--- src/design/pced_pkg.sv ---
package pced_pkg;
  localparam int          NUM_PINS      = 6;
  localparam int          DATA_W        = 8;
  localparam int          ADDR_W        = 4;
  // register byte offsets
  localparam logic [3:0]  OFF_RISE_EN   = 4'h0;
  localparam logic [3:0]  OFF_FALL_EN   = 4'h4;
  localparam logic [3:0]  OFF_FLAGS     = 4'h8;
  localparam logic [3:0]  OFF_CTRL      = 4'hC;
  // control register layout
  localparam int          CTRL_MEN_BIT  = 0;
  localparam int          CTRL_SUM_BIT  = 1;
  localparam int          CTRL_MASK_BIT = 2;
  localparam logic [5:0]  PIN_RESET     = 6'h00;
  localparam logic [7:0]  REG_RESET     = 8'h00;
  localparam logic [1:0]  UNIMPL_BITS   = 2'h0;
endpackage

--- src/design/pced_sync.sv ---
`timescale 1ns/1ps
// two-stage synchroniser plus history stage for edge detection
module pced_sync (
  input  wire logic       clk_i,
  input  wire logic       rst_i,
  input  wire logic [5:0] pin_i,
  output logic      [5:0] rise_o,
  output logic      [5:0] fall_o
);
  logic [5:0] meta_reg;
  logic [5:0] sync_reg;
  logic [5:0] prev_reg;

  // the meta stage feeds only sync_reg
  always_ff @(posedge clk_i)
  begin
    if (rst_i)
    begin
      meta_reg <= pced_pkg::PIN_RESET;
      sync_reg <= pced_pkg::PIN_RESET;
      prev_reg <= pced_pkg::PIN_RESET;
    end
    else
    begin
      meta_reg <= pin_i;
      sync_reg <= meta_reg;
      prev_reg <= sync_reg;
    end
  end

  assign rise_o = sync_reg & ~prev_reg;
  assign fall_o = ~sync_reg & prev_reg;
endmodule // pced_sync

--- src/design/pced_top.sv ---
// Operation
// - each pin has a rising-edge enable; enabled low-to-high transition is an event
// - each pin has a falling-edge enable; enabled high-to-low transition is an event
// - with both enables clear a pin never produces an event
// - an enabled edge sets that pin's change flag
// - an enabled edge sets the pin flag and the summary request together
// - change flags are hardware set and software readable and writable
// - flag reads zero until a change; writing zero clears it
// - bits 7 and 6 of the three registers ignore writes, read zero
// - all enable and flag bits reset to zero on every reset
// - detection and flag setting continue with master enable off
// - summary bit is the OR of all six change flags
// - an edge during a clearing write leaves the flag set
// - edges in sleep set flags; wake request only with master enable
`timescale 1ns/1ps
module pced_top (
  input  wire logic       clk_i,
  input  wire logic       rst_i,
  input  wire logic [5:0] port_pin_i,
  input  wire logic       wb_cyc_i,
  input  wire logic       wb_stb_i,
  input  wire logic       wb_we_i,
  input  wire logic [3:0] wb_adr_i,
  input  wire logic [3:0] wb_sel_i,
  input  wire logic [31:0] wb_dat_i,
  output logic      [31:0] wb_dat_o,
  output logic             wb_ack_o,
  output logic             wb_err_o,
  output logic             irq_o,
  output logic             wake_o
);
  //////////////////////////////////////////////////////////////////////////////
  logic [5:0] rise_pulse;
  logic [5:0] fall_pulse;
  logic [5:0] rise_edge_enable_reg;
  logic [5:0] fall_edge_enable_reg;
  logic [5:0] change_flags_reg;
  logic [5:0] change_flags_next;
  logic       change_irq_master_enable_reg;
  logic       irq_mask_reg;
  logic       ack_reg;
  logic       err_reg;
  logic [31:0] rdata_reg;
  logic [5:0] event_hit;
  logic       change_irq_summary;
  logic       req;
  logic       wr_en;

  pced_sync u_sync (
    .clk_i  (clk_i),
    .rst_i  (rst_i),
    .pin_i  (port_pin_i),
    .rise_o (rise_pulse),
    .fall_o (fall_pulse)
  );

  // detection ignores the master enable on purpose
  assign event_hit = (rise_pulse & rise_edge_enable_reg) | (fall_pulse & fall_edge_enable_reg);

  function automatic logic addr_hit(input logic [3:0] a, input logic [3:0] off);
    addr_hit = (a == off);
  endfunction

  //////////////////////////////////////////////////////////////////////////////
  // wishbone classic slave: ack one cycle after the strobe, dropped next cycle
  assign req   = wb_cyc_i & wb_stb_i & ~ack_reg & ~err_reg;
  assign wr_en = req & wb_we_i & wb_sel_i[0];
  logic mapped;
  assign mapped = addr_hit(wb_adr_i, pced_pkg::OFF_RISE_EN) | addr_hit(wb_adr_i, pced_pkg::OFF_FALL_EN) |
                  addr_hit(wb_adr_i, pced_pkg::OFF_FLAGS) | addr_hit(wb_adr_i, pced_pkg::OFF_CTRL);

  always_ff @(posedge clk_i)
  begin
    if (rst_i)
    begin
      ack_reg <= 1'b0;
      err_reg <= 1'b0;
    end
    else
    begin
      ack_reg <= req & mapped;
      err_reg <= req & ~mapped;
    end
  end

  always_ff @(posedge clk_i)
  begin
    if (rst_i)
      rdata_reg <= 32'h0000_0000;
    else if (req)
    begin
      rdata_reg <= 32'h0000_0000;
      unique case (wb_adr_i)
        pced_pkg::OFF_RISE_EN: rdata_reg[7:0] <= {pced_pkg::UNIMPL_BITS, rise_edge_enable_reg};
        pced_pkg::OFF_FALL_EN: rdata_reg[7:0] <= {pced_pkg::UNIMPL_BITS, fall_edge_enable_reg};
        pced_pkg::OFF_FLAGS:   rdata_reg[7:0] <= {pced_pkg::UNIMPL_BITS, change_flags_reg};
        pced_pkg::OFF_CTRL:    rdata_reg[7:0] <= {5'h00, irq_mask_reg, change_irq_summary,
                                                  change_irq_master_enable_reg};
        default:               rdata_reg <= 32'h0000_0000;
      endcase
    end
  end

  assign wb_ack_o = ack_reg;
  assign wb_err_o = err_reg;
  assign wb_dat_o = rdata_reg;

  //////////////////////////////////////////////////////////////////////////////
  // enable registers; bits 7:6 are never stored
  always_ff @(posedge clk_i)
  begin
    if (rst_i)
    begin
      rise_edge_enable_reg <= pced_pkg::PIN_RESET;
      fall_edge_enable_reg <= pced_pkg::PIN_RESET;
    end
    else if (wr_en)
    begin
      if (addr_hit(wb_adr_i, pced_pkg::OFF_RISE_EN))
        rise_edge_enable_reg <= wb_dat_i[5:0];
      if (addr_hit(wb_adr_i, pced_pkg::OFF_FALL_EN))
        fall_edge_enable_reg <= wb_dat_i[5:0];
    end
  end

  always_ff @(posedge clk_i)
  begin
    if (rst_i)
    begin
      change_irq_master_enable_reg <= 1'b0;
      irq_mask_reg                 <= 1'b0;
    end
    else if (wr_en && addr_hit(wb_adr_i, pced_pkg::OFF_CTRL))
    begin
      change_irq_master_enable_reg <= wb_dat_i[pced_pkg::CTRL_MEN_BIT];
      irq_mask_reg                 <= wb_dat_i[pced_pkg::CTRL_MASK_BIT];
    end
  end

  //////////////////////////////////////////////////////////////////////////////
  // flags: software writes the stored value, a simultaneous edge wins
  always_comb
  begin
    change_flags_next = change_flags_reg;
    if (wr_en && addr_hit(wb_adr_i, pced_pkg::OFF_FLAGS))
      change_flags_next = wb_dat_i[5:0];
    change_flags_next = change_flags_next | event_hit;
  end

  always_ff @(posedge clk_i)
  begin
    if (rst_i)
      change_flags_reg <= pced_pkg::PIN_RESET;
    else
      change_flags_reg <= change_flags_next;
  end

  assign change_irq_summary = |change_flags_reg;
  // the summary bit acts as the sticky status; clearing is done through the flags
  assign irq_o  = change_irq_summary & change_irq_master_enable_reg & irq_mask_reg;
  assign wake_o = change_irq_summary & change_irq_master_enable_reg;

  //////////////////////////////////////////////////////////////////////////////
  // checks
  logic past_valid_reg;
  always_ff @(posedge clk_i)
  begin
    if (rst_i)
      past_valid_reg <= 1'b0;
    else
      past_valid_reg <= 1'b1;
  end

  property p_rise_sets;
    @(posedge clk_i) disable iff (rst_i) (rise_pulse & rise_edge_enable_reg) != 6'h00 |=>
      ((change_flags_reg & $past(rise_pulse & rise_edge_enable_reg)) == $past(rise_pulse & rise_edge_enable_reg));
  endproperty
  a_rise_sets: assert property (p_rise_sets) else $error("rising edge did not set flag");

  property p_fall_sets;
    @(posedge clk_i) disable iff (rst_i) (fall_pulse & fall_edge_enable_reg) != 6'h00 |=>
      ((change_flags_reg & $past(fall_pulse & fall_edge_enable_reg)) == $past(fall_pulse & fall_edge_enable_reg));
  endproperty
  a_fall_sets: assert property (p_fall_sets) else $error("falling edge did not set flag");

  property p_no_enable_no_set;
    @(posedge clk_i) disable iff (rst_i)
      (rise_edge_enable_reg == 6'h00 && fall_edge_enable_reg == 6'h00 && !wr_en) |=> change_flags_reg == $past(change_flags_reg);
  endproperty
  a_no_enable_no_set: assert property (p_no_enable_no_set) else $error("flag changed without enable");

  property p_flag_sticky;
    @(posedge clk_i) disable iff (rst_i) !wr_en |=> (change_flags_reg & $past(change_flags_reg)) == $past(change_flags_reg);
  endproperty
  a_flag_sticky: assert property (p_flag_sticky) else $error("flag lost without write");

  property p_clear_write;
    @(posedge clk_i) disable iff (rst_i) (wr_en && wb_adr_i == pced_pkg::OFF_FLAGS && event_hit == 6'h00) |=>
      change_flags_reg == $past(wb_dat_i[5:0]);
  endproperty
  a_clear_write: assert property (p_clear_write) else $error("flag write not applied");

  property p_set_beats_clear;
    @(posedge clk_i) disable iff (rst_i) (wr_en && wb_adr_i == pced_pkg::OFF_FLAGS && event_hit != 6'h00) |=>
      (change_flags_reg & $past(event_hit)) == $past(event_hit);
  endproperty
  a_set_beats_clear: assert property (p_set_beats_clear) else $error("edge lost during clear");

  property p_summary;
    @(posedge clk_i) disable iff (rst_i) (rdata_reg[pced_pkg::CTRL_SUM_BIT] != $past(|change_flags_reg)) |->
      !($past(ack_reg) == 1'b0 && ack_reg && $past(wb_adr_i) == pced_pkg::OFF_CTRL && past_valid_reg);
  endproperty
  a_summary: assert property (p_summary) else $error("summary read mismatch");

  property p_irq_gate;
    @(posedge clk_i) disable iff (rst_i) irq_o |-> (change_flags_reg != 6'h00 && change_irq_master_enable_reg);
  endproperty
  a_irq_gate: assert property (p_irq_gate) else $error("interrupt without cause");

  property p_unimpl_zero;
    @(posedge clk_i) disable iff (rst_i) ack_reg |-> rdata_reg[31:8] == 24'h000000 &&
      ($past(wb_adr_i) == pced_pkg::OFF_CTRL || rdata_reg[7:6] == 2'h0);
  endproperty
  a_unimpl_zero: assert property (p_unimpl_zero) else $error("unimplemented bits read nonzero");

  property p_ack_one;
    @(posedge clk_i) disable iff (rst_i) ack_reg |=> !ack_reg;
  endproperty
  a_ack_one: assert property (p_ack_one) else $error("ack held too long");

  property p_err_unmapped;
    @(posedge clk_i) disable iff (rst_i) (req && !mapped) |=> (err_reg && !ack_reg);
  endproperty
  a_err_unmapped: assert property (p_err_unmapped) else $error("unmapped access not refused");

  // software owns the enables; no other path may move them
  property p_rise_en_hold;
    @(posedge clk_i) disable iff (rst_i) !(wr_en && addr_hit(wb_adr_i, pced_pkg::OFF_RISE_EN)) |=>
      rise_edge_enable_reg == $past(rise_edge_enable_reg);
  endproperty
  a_rise_en_hold: assert property (p_rise_en_hold) else $error("rising enable changed without write");

  property p_fall_en_hold;
    @(posedge clk_i) disable iff (rst_i) !(wr_en && addr_hit(wb_adr_i, pced_pkg::OFF_FALL_EN)) |=>
      fall_edge_enable_reg == $past(fall_edge_enable_reg);
  endproperty
  a_fall_en_hold: assert property (p_fall_en_hold) else $error("falling enable changed without write");

  property p_ctrl_hold;
    @(posedge clk_i) disable iff (rst_i) !(wr_en && addr_hit(wb_adr_i, pced_pkg::OFF_CTRL)) |=>
      (change_irq_master_enable_reg == $past(change_irq_master_enable_reg) && irq_mask_reg == $past(irq_mask_reg));
  endproperty
  a_ctrl_hold: assert property (p_ctrl_hold) else $error("control bits changed without write");

  property p_reset_clear;
    @(posedge clk_i) rst_i |=> (rise_edge_enable_reg == pced_pkg::PIN_RESET && fall_edge_enable_reg == pced_pkg::PIN_RESET &&
      change_flags_reg == pced_pkg::PIN_RESET && !change_irq_master_enable_reg && !irq_mask_reg);
  endproperty
  a_reset_clear: assert property (p_reset_clear) else $error("register not cleared by reset");

  property p_reset_outputs;
    @(posedge clk_i) rst_i |=> (!wb_ack_o && !wb_err_o && !irq_o && !wake_o);
  endproperty
  a_reset_outputs: assert property (p_reset_outputs) else $error("output active after reset");

  property p_no_event_hold;
    @(posedge clk_i) disable iff (rst_i) (!wr_en && event_hit == pced_pkg::PIN_RESET) |=>
      change_flags_reg == $past(change_flags_reg);
  endproperty
  a_no_event_hold: assert property (p_no_event_hold) else $error("flag moved with no edge and no write");

  property p_event_summary;
    @(posedge clk_i) disable iff (rst_i) (event_hit != pced_pkg::PIN_RESET) |=> change_irq_summary;
  endproperty
  a_event_summary: assert property (p_event_summary) else $error("edge did not raise summary");

  // a disabled master enable must not starve the flags
  property p_detect_master_off;
    @(posedge clk_i) disable iff (rst_i) (!change_irq_master_enable_reg && event_hit != pced_pkg::PIN_RESET) |=>
      (change_flags_reg & $past(event_hit)) == $past(event_hit);
  endproperty
  a_detect_master_off: assert property (p_detect_master_off) else $error("edge lost with master off");

  property p_quiet_flags;
    @(posedge clk_i) disable iff (rst_i) (change_flags_reg == pced_pkg::PIN_RESET) |-> (!irq_o && !wake_o);
  endproperty
  a_quiet_flags: assert property (p_quiet_flags) else $error("request with no flag set");

  property p_single_rise;
    @(posedge clk_i) disable iff (rst_i) (rise_pulse != pced_pkg::PIN_RESET) |=> (rise_pulse & $past(rise_pulse)) == 6'h00;
  endproperty
  a_single_rise: assert property (p_single_rise) else $error("rising pulse longer than one cycle");

  property p_single_fall;
    @(posedge clk_i) disable iff (rst_i) (fall_pulse != pced_pkg::PIN_RESET) |=> (fall_pulse & $past(fall_pulse)) == 6'h00;
  endproperty
  a_single_fall: assert property (p_single_fall) else $error("falling pulse longer than one cycle");

  property p_pulse_exclusive;
    @(posedge clk_i) disable iff (rst_i) (rise_pulse & fall_pulse) == pced_pkg::PIN_RESET;
  endproperty
  a_pulse_exclusive: assert property (p_pulse_exclusive) else $error("rise and fall pulse on one pin");

  property p_read_flags;
    @(posedge clk_i) disable iff (rst_i) (ack_reg && past_valid_reg && $past(wb_adr_i) == pced_pkg::OFF_FLAGS) |->
      rdata_reg[5:0] == $past(change_flags_reg);
  endproperty
  a_read_flags: assert property (p_read_flags) else $error("flag read mismatch");

  property p_read_rise;
    @(posedge clk_i) disable iff (rst_i) (ack_reg && past_valid_reg && $past(wb_adr_i) == pced_pkg::OFF_RISE_EN) |->
      rdata_reg[5:0] == $past(rise_edge_enable_reg);
  endproperty
  a_read_rise: assert property (p_read_rise) else $error("rising enable read mismatch");

  // plain clearing write with no competing edge
  c_clear: cover property (@(posedge clk_i) disable iff (rst_i)
                           wr_en && wb_adr_i == pced_pkg::OFF_FLAGS && event_hit == 6'h00);
  c_rise:  cover property (@(posedge clk_i) disable iff (rst_i) (rise_pulse & rise_edge_enable_reg) != 6'h00);
  c_fall:  cover property (@(posedge clk_i) disable iff (rst_i) (fall_pulse & fall_edge_enable_reg) != 6'h00);
  c_race:  cover property (@(posedge clk_i) disable iff (rst_i)
                           wr_en && wb_adr_i == pced_pkg::OFF_FLAGS && event_hit != 6'h00);
  c_irq:   cover property (@(posedge clk_i) disable iff (rst_i) $rose(irq_o));
endmodule // pced_top

--- config.mk ---
export PLATFORM = sky130hd
export DESIGN_NAME = pced_top
export DESIGN_NICKNAME = d
export VERILOG_FILES = /design/src/design/pced_pkg.sv /design/src/design/pced_sync.sv /design/src/design/pced_top.sv
export SDC_FILE = /design/constraint.sdc
export NUM_CORES = 1
export LEC_CHECK = 0
export BUFFER_PORTS_ARGS = -buffer_cell sky130_fd_sc_hd__buf_4
export CAP_MARGIN = 20
export CORE_AREA = 2 2 72 74
export DETAILED_ROUTE_END_ITERATION = 7
export DIE_AREA = 0 0 74 76
export PLACE_DENSITY = 0.79
export SLEW_MARGIN = 25
export SYNTH_ARGS = -nofsm -noshare
export SYNTH_HDL_FRONTEND = slang
export SYNTH_SLANG_ARGS = --single-unit
--- constraint.sdc ---
create_clock -name clk_i -period 1.26 [get_ports clk_i]
set_input_delay 0.063 -clock clk_i [delete_from_list [all_inputs] [get_ports clk_i]]
set_output_delay 0.063 -clock clk_i [all_outputs]
set_load 0.03 [all_outputs]
==> results.md, run 1 <==
* Status: complete, but fails checks
* Violated checks: setup timing
* Cell Chain, Critical Path: nor4_2, nand2_1, buf_6, and3_4, buf_6
* Boundary pin count at 87
* Setup Skew at slightly below 9 ps
* Pin count of the biggest net entering global routing at 34
* Delay of the slowest critical-path stage at 330 ps
* Maximum achievable frequency at about 670 MHz
* Post-synthesis register bit count at 46
* Crit path buf inv count at 2
* Pre-CTS setup slack at -149 ps
* Setup-violating endpoint count in the final report at 22
* Largest fanout of any net on the critical path at 2
* Number of nets still failing antenna checks after routing at 0
* Most common cell after layout, fill and taps aside: dfxtp_1
* Vias in the first global route at 1,319
* Die area at between 0.005 and 0.006 mm^2
* Clock sink count at 46
* CP endpoint kind: output pin
* Number of filler cells placed in the layout at 454
* Die boundary width at between 70 and 80 um
* DRC violation count after routing at 0
* Worst EP arrival at 1420 ps
* Via-per-instance ratio at between 4 and 5
* Fraction of the yosys area taken by sequential cells at 46.6%
* Power per cell area at 1080 mW/mm^2
* Net switching fraction of the power at 24.4%
* Clock tree root buffer cell: clkbuf_8
* LEAKAGE at 0.00118 uW
* Area growth syn-to-layout at 25.0%
* Via Count at 1,402
* Initial drt markers at 39
* Leftover overflow at the end of global routing at 0
* Nets@finish at 299
* Number of hold violations in the final report at 0
* Inserted Clock Buffers at 5
* Most used DFF post-synth: dfxtp_1
* Worst EP required at approximately 1200 ps
* Pint at 2010 uW
* Mean cell area of the mapped netlist at 9.93 um^2
* Clock tree from TritonCTS: yes
* Port Buffers at 31
* Warnings, synthesis at 0
* Post-route cell area at 0.00247 mm^2
* Routability Congestion at 0.788
* Initial standard-cell utilization of the core at 40.2%
* Number of levels the H-tree was split into at 2
* Number of library cell types mapped by synthesis at 26
* Setup slack after layout at -222 ps
* First-pass iteration count of the detailed router at 4
* CP Launch Type: flop
* Placed cell count at 304
* Fin crit share at 118%
* Clock buffer depth at 2
* Fraction of power consumed by combinational cells at 10.8%
* Cell Rows at 26
* Total wire length at 3.53 mm
* Number of max-slew violations in the final report at 0
* Critical Setup Path Class: reg -> out
* Most used cell along the critical path: buf_6
* Number of synthesized flops with an enable pin at 0
* Hold WC Path Type: in -> reg
* Number of cells produced by synthesis at 199
* Fraction of final layout cells sized beyond drive strength 1 at 27.0%
* Cell type of the slowest stage on the worst timing path: dfxtp_2
* Post-layout util at just over 50%
* Power spent charging and discharging nets at 649 uW
* Per-cell routed wire length at 11.1 um
* Sequential group share of total power at 55.9%
* Clk Latency, worst-skew pair at around 300 ps
* Relative contribution of the clock network to total power at 33.3%
* Dominant delay contributor by cell family on the critical path: simple AND/OR/NAND/NOR gates
* Reg clk slew, reported paths at roughly 80 ps
* Core footprint at around 0.0049 mm^2
* Worst vdd rail ir drop at about 0.49 mV
* Wire length of the first global-routing pass at approximately 5.9 mm
* Sum of net half-perimeters after detailed placement at 2.58 mm
* Async S/R FF share, synth at 0%
* Die Y at 76 um
* Global-route usage over all layers at 13.3%
* Total inserted antenna cells at 0
* Dpl cell area at ~0.0023 mm^2
* Number of antenna violations at the first check in global routing at 0
* Final std cells w/o fill at 318
* Number of max-capacitance violations reported at 0
* Cell area after synthesis at 0.00198 mm^2
* Setup repair after global routing missed its margin: true
* Final min period at 1480 ps
* Commonest cells after routing, fill and taps aside: dfxtp_1, buf_4, conb_1
## layout make-up
class                   count  area [um^2]  share of cell area (%)
repair buffers             50          408                    16.5
flip-flops and latches     46          932                    37.8
inverters                   6         22.5                   0.912
well taps                  70         87.6                    3.55
multi-input cells         139          932                    37.8
clock buffers               7         86.3                    3.50
## kinds of logic (layout without fill, tap and decap cells)
| logic type | after synthesis | in the layout | synth area share [%] |
|---|---|---|---|
| AO/OA/AOI/OAI | 21 | 21 | 6.84 |
| buffers and inverters | 39 | 63 | 12.5 |
| flip-flops | 46 | 46 | 46.6 |
| multiplexers | 26 | 26 | 15.3 |
| other | 1 | 26 | 0.190 |
| AND/OR/NAND/NOR | 66 | 66 | 18.6 |
## worst reg2reg max path, cell delays in order (launching register included)
cell and delay (ps):
dfxtp_2 330, nor4_2 250, nand2_1 120, mux4_2 470, a22o_1 180
## cells in the mapped netlist (all sizes together) (2+ instances only)
cell,number,area [um^2]
dfxtp,46,921
a31oi,6,37.5
and4bb,2,25.0
nor2,25,93.8
nand3,3,25.0
a21oi,6,30.0
buf,28,205
mux2i,23,230
o21ai,3,15.0
nand2,10,37.5
a22o,6,52.6
clkbuf,5,20.0
nor4,2,25.0
nor2b,19,119
mux4,3,71.3
inv,6,22.5
## path summary, 6_finish.rpt
check	start	endpoint	slack, ps	depth (start not counted)
max	change_flags_reg[2]$_SDFF_PP0_	irq_o	-220	5
min	wb_dat_i[4]	rise_edge_enable_reg[4]$_SDFFE_PP0P_	10	3
max reg2reg	change_flags_reg[2]$_SDFF_PP0_	wb_dat_o[1]$_SDFFE_PP0P_	-180	4
min reg2reg	u_sync.meta_reg[4]$_SDFF_PP0_	u_sync.sync_reg[4]$_SDFF_PP0_	440	1
## per-stage QoR
stage	total power, uW	TNS [ps]	hold WS (ps)
after floorplan	1770	-591	161
after global placement	1780	-1240	273
after detailed placement	1790	-1480	277
after CTS	2680	-1420	14.3
after global routing	2780	-2810	28.2
final	2660	-1490	14.6
## power by group through the flow
stage                     logic [uW]  clock network, uW  registers, uW
after floorplan                  247                  0           1520
after global placement           263                  0           1520
after detailed placement         265                  0           1520
after CTS                        285                909           1490
after global routing             307                978           1490
final                            287                886           1490
## what timing repair did
action,4_1_cts,5_1_grt
hold buffers,7,0
pin swaps,5,5
endpoints found under the setup margin,27,28
resized for setup,7,4
buffers inserted,0,0
endpoints found under the hold margin,7,0
gates cloned,0,0
## per-layer routing
metal  part of all wire [%]  global-route usage (%)  vias to the layer above  wire [um]
met1                     45                    16.5                      652       1600
met2                     48                    21.4                       32       1690
li1                       -                       -                      713          -
met3                    5.3                    3.84                        5        188
met5                      0                       0                        -          0
met4                    1.4                    4.91                        0         48
Power figures use the tool's default switching activity.
==> run 2: changes to the inputs <==
--- a/config.mk
+++ b/config.mk
@@ -7,10 +7,10 @@
 export LEC_CHECK = 0
 export BUFFER_PORTS_ARGS = -buffer_cell sky130_fd_sc_hd__buf_4
 export CAP_MARGIN = 20
-export CORE_AREA = 2 2 72 74
+export CORE_AREA = 2 2 70 72
 export DETAILED_ROUTE_END_ITERATION = 7
-export DIE_AREA = 0 0 74 76
-export PLACE_DENSITY = 0.79
+export DIE_AREA = 0 0 72 74
+export PLACE_DENSITY = 0.8
 export SLEW_MARGIN = 25
 export SYNTH_ARGS = -nofsm -noshare
 export SYNTH_HDL_FRONTEND = slang
==> constraint.sdc (replaced) <==
create_clock -name clk_i -period 1.7 [get_ports clk_i]
set_input_delay 0.085 -clock clk_i [delete_from_list [all_inputs] [get_ports clk_i]]
set_output_delay 0.085 -clock clk_i [all_outputs]
set_load 0.03 [all_outputs]
==> run 2 against run 1 <==
Net effect:
- clock power down 28%
- cell area down 7.3%
- non-clock buffer count decreased by 13
- the run ends with hold timing left
- clock-buffer cell count down 1
- worst hold slack lost 15 ps
- via count decreased by 3.2%
- setup slack improved by 360 ps
- largest cell class unchanged
==> results.md, run 2 (synthesis gave the netlist of run 1 again) <==
* Status: complete, but fails checks
* Violated checks: hold timing
* Via-per-instance ratio at 4.71 (+6.9%)
* Number of filler cells placed in the layout at 440 (-3.1%)
* Pin count of the biggest net entering global routing at 42 (+24%)
* Initial drt markers at 66 (+69%)
* Total area of multi-input combinational cells at 901 um^2 (-3.4%)
* LEAKAGE at 0.00111 uW (-6.1%)
* Initial standard-cell utilization of the core at 43.0% (+2.7 points)
* Total inserted antenna cells at 0 (unchanged)
* Count of buffers added by post-CTS timing repair for setup at 0 (unchanged)
* Post-route cell area at 0.00229 mm^2 (-7.3%)
* Dpl cell area at 0.00214 mm^2 (-6.2%)
* Maximum achievable frequency at 640 MHz
* Worst vdd rail ir drop at 0.343 mV (-29%)
* Power per cell area at 848 mW/mm^2 (-21%)
* Fin crit share at about 92%
* Number of max-slew violations in the final report at 0 (unchanged)
* Sink of the worst hold path: u_sync.meta_reg[4]$_SDFF_PP0_
* Die Y at 74 um (-2.6%)
* Critical Setup Path Class: in -> reg
* Hold WS at -0.775 ps (-15.4 ps)
* Core footprint at 0.00460 mm^2 (-6.4%)
* Total wire length at 3.23 mm (-8.5%)
* Number of cells traversed by the worst hold path at 2 (-1)
* CP endpoint kind: flop
* M2 GR Usage at 23.1% (+1.7 points)
* Inserted Clock Buffers at 5 (unchanged)
* Setup-violating endpoint count in the final report at 0 (-100%)
* Register-to-register setup slack at 220 ps (+400 ps)
* Worst EP arrival at 1730 ps (+310 ps)
* Clk Latency, worst-skew pair at 300 ps (about the same)
* Hold WC Path Type: in -> reg
* Cells resized by post-CTS repair at 0 (-7)
* Global-route met1 utilization at 15.5% (-1.0 points)
* Worst slew pin tran at 596 ps
* Worst reg2reg path depth at 4 (unchanged)
* Number of hold violations in the final report at 1 (+1)
* Reg clk slew, reported paths at 80 ps (about the same)
* Number of nets still failing antenna checks after routing at 0 (unchanged)
* Beginning of the worst hold path: port_pin_i[4]
* Die boundary width at 72 um (-2.7%)
* Most common cell after layout, fill and taps aside: dfxtp_1
* Final min period at approximately 1600 ps
* Cell Rows at 25 (-3.8%)
* Endpoint of the worst register-to-register path: wb_dat_o[1]$_SDFFE_PP0P_
* Clock tree root buffer cell: clkbuf_8
* Total negative setup slack at 0 ps (+1490 ps)
* Global-route usage over all layers at 13.3% (+0.044 points)
* Largest fanout of any net on the critical path at 6 (+4)
* Die area at 0.00533 mm^2 (-5.3%)
* Sum of net half-perimeters after detailed placement at 2.37 mm (-8.1%)
* Via Count at 1,357 (-3.2%)
* GRT met3 Usage at 4.61% (+0.77 points)
* Number of levels the H-tree was split into at 2 (unchanged)
* CP Launch Type: input port
* Register Area at 921 um^2 (-1.2%)
* Number of buffers added to fix hold violations after cts at 6 (-1)
* Setup repair after global routing missed its margin: false
* Clock tree from TritonCTS: yes
* Clock sink count at 46 (unchanged)
* Worst EP required at 1870 ps (+670 ps)
* R2R Path Start: change_flags_reg[2]$_SDFF_PP0_
* Fraction of final layout cells sized beyond drive strength 1 at 20.5% (-6.5 points)
* Area growth syn-to-layout at 15.8%
* Boundary pin count at 87 (unchanged)
* Vias in the first global route at 1,215 (-7.9%)
* Per-cell routed wire length at 11.2 um (+1.1%)
* Commonest cells after routing, fill and taps aside: dfxtp_1, buf_4, conb_1
* Number of max-capacitance violations reported at 0 (unchanged)
* Max-slew headroom at the worst pin at 59.9%
* Setup Skew at 9.37 ps (+0.486 ps)
* Routability Congestion at 0.741 (-5.9%)
* Port Buffers at 31 (unchanged)
* First-pass iteration count of the detailed router at 4 (unchanged)
* Leftover overflow at the end of global routing at 0 (unchanged)
* DRC violation count after routing at 0 (unchanged)
* Clock buffer depth at 2 (unchanged)
* Number of antenna violations at the first check in global routing at 0 (unchanged)
* Nets@finish at 286 (-4.3%)
* Wire length of the first global-routing pass at 5.39 mm (-8.3%)
* Highest-utilization routing layer at the global route stage: met2
==> run 2: worst max-delay path, cell delays in order <==
cell and delay [ps]:
dlygate4sd3_1 540, buf_4 140, and4bb_2 360, nand4b_2 310
mux2i_1 240, nor2_1 50
==> run 2: where the power goes <==
part / leakage, uW / internal (uW) / total (uW) / switching (uW)
Clock: 0.0000431 / 314 / 642 / 328
Combinational: 0.000689 / 64.0 / 195 / 131
Sequential: 0.000374 / 1100 / 1100 / 8.28
Total: 0.00111 / 1470 / 1940 / 467
==> run 2: layout make-up <==
cell class,instances,area share [%]
inverter,6,0.985
sequential,46,40.3
tap,54,2.95
multi-input combinational,139,39.4
timing repair buffer,37,12.8
clock buffer,6,3.61
==> run 2: per-stage QoR <==
stage / utilization [%] / worst slack [ps] / hold WS (ps) / cells / total power [uW]
5_1_grt: 49.7 / 42.3 / 10.4 / 288 / 2030
6_report: 49.7 / 137 / -0.775 / 288 / 1940
2_1_floorplan: - / 234 / 193 / 224 / 1310
3_5_place_dp: 46.6 / 228 / 302 / 276 / 1310
3_3_place_gp: 46.6 / 233 / 296 / 276 / 1310
4_1_cts: 49.7 / 133 / 0.450 / 288 / 1970
==> run 2: worst max-delay path by stage <==
stage | from | to | depth (start not counted)
final | wb_adr_i[0] | fall_edge_enable_reg[5]$_SDFFE_PP0P_ | 6
after global routing | wb_adr_i[0] | fall_edge_enable_reg[2]$_SDFFE_PP0P_ | 6
after CTS | wb_adr_i[0] | fall_edge_enable_reg[3]$_SDFFE_PP0P_ | 6
after detailed placement | change_flags_reg[2]$_SDFF_PP0_ | wb_dat_o[1]$_SDFFE_PP0P_ | 4
after global placement | change_flags_reg[2]$_SDFF_PP0_ | wb_dat_o[1]$_SDFFE_PP0P_ | 4
after floorplan | wb_err_o$_SDFF_PP0_ | fall_edge_enable_reg[5]$_SDFFE_PP0P_ | 5
==> run 2: metal layers <==
| metal | vias up | share of wire, % |
|---|---|---|
| met4 | 0 | 0.87 |
| li1 | 687 | - |
| met5 | - | 0 |
| met1 | 614 | 44 |
| met2 | 50 | 47 |
| met3 | 6 | 8.2 |
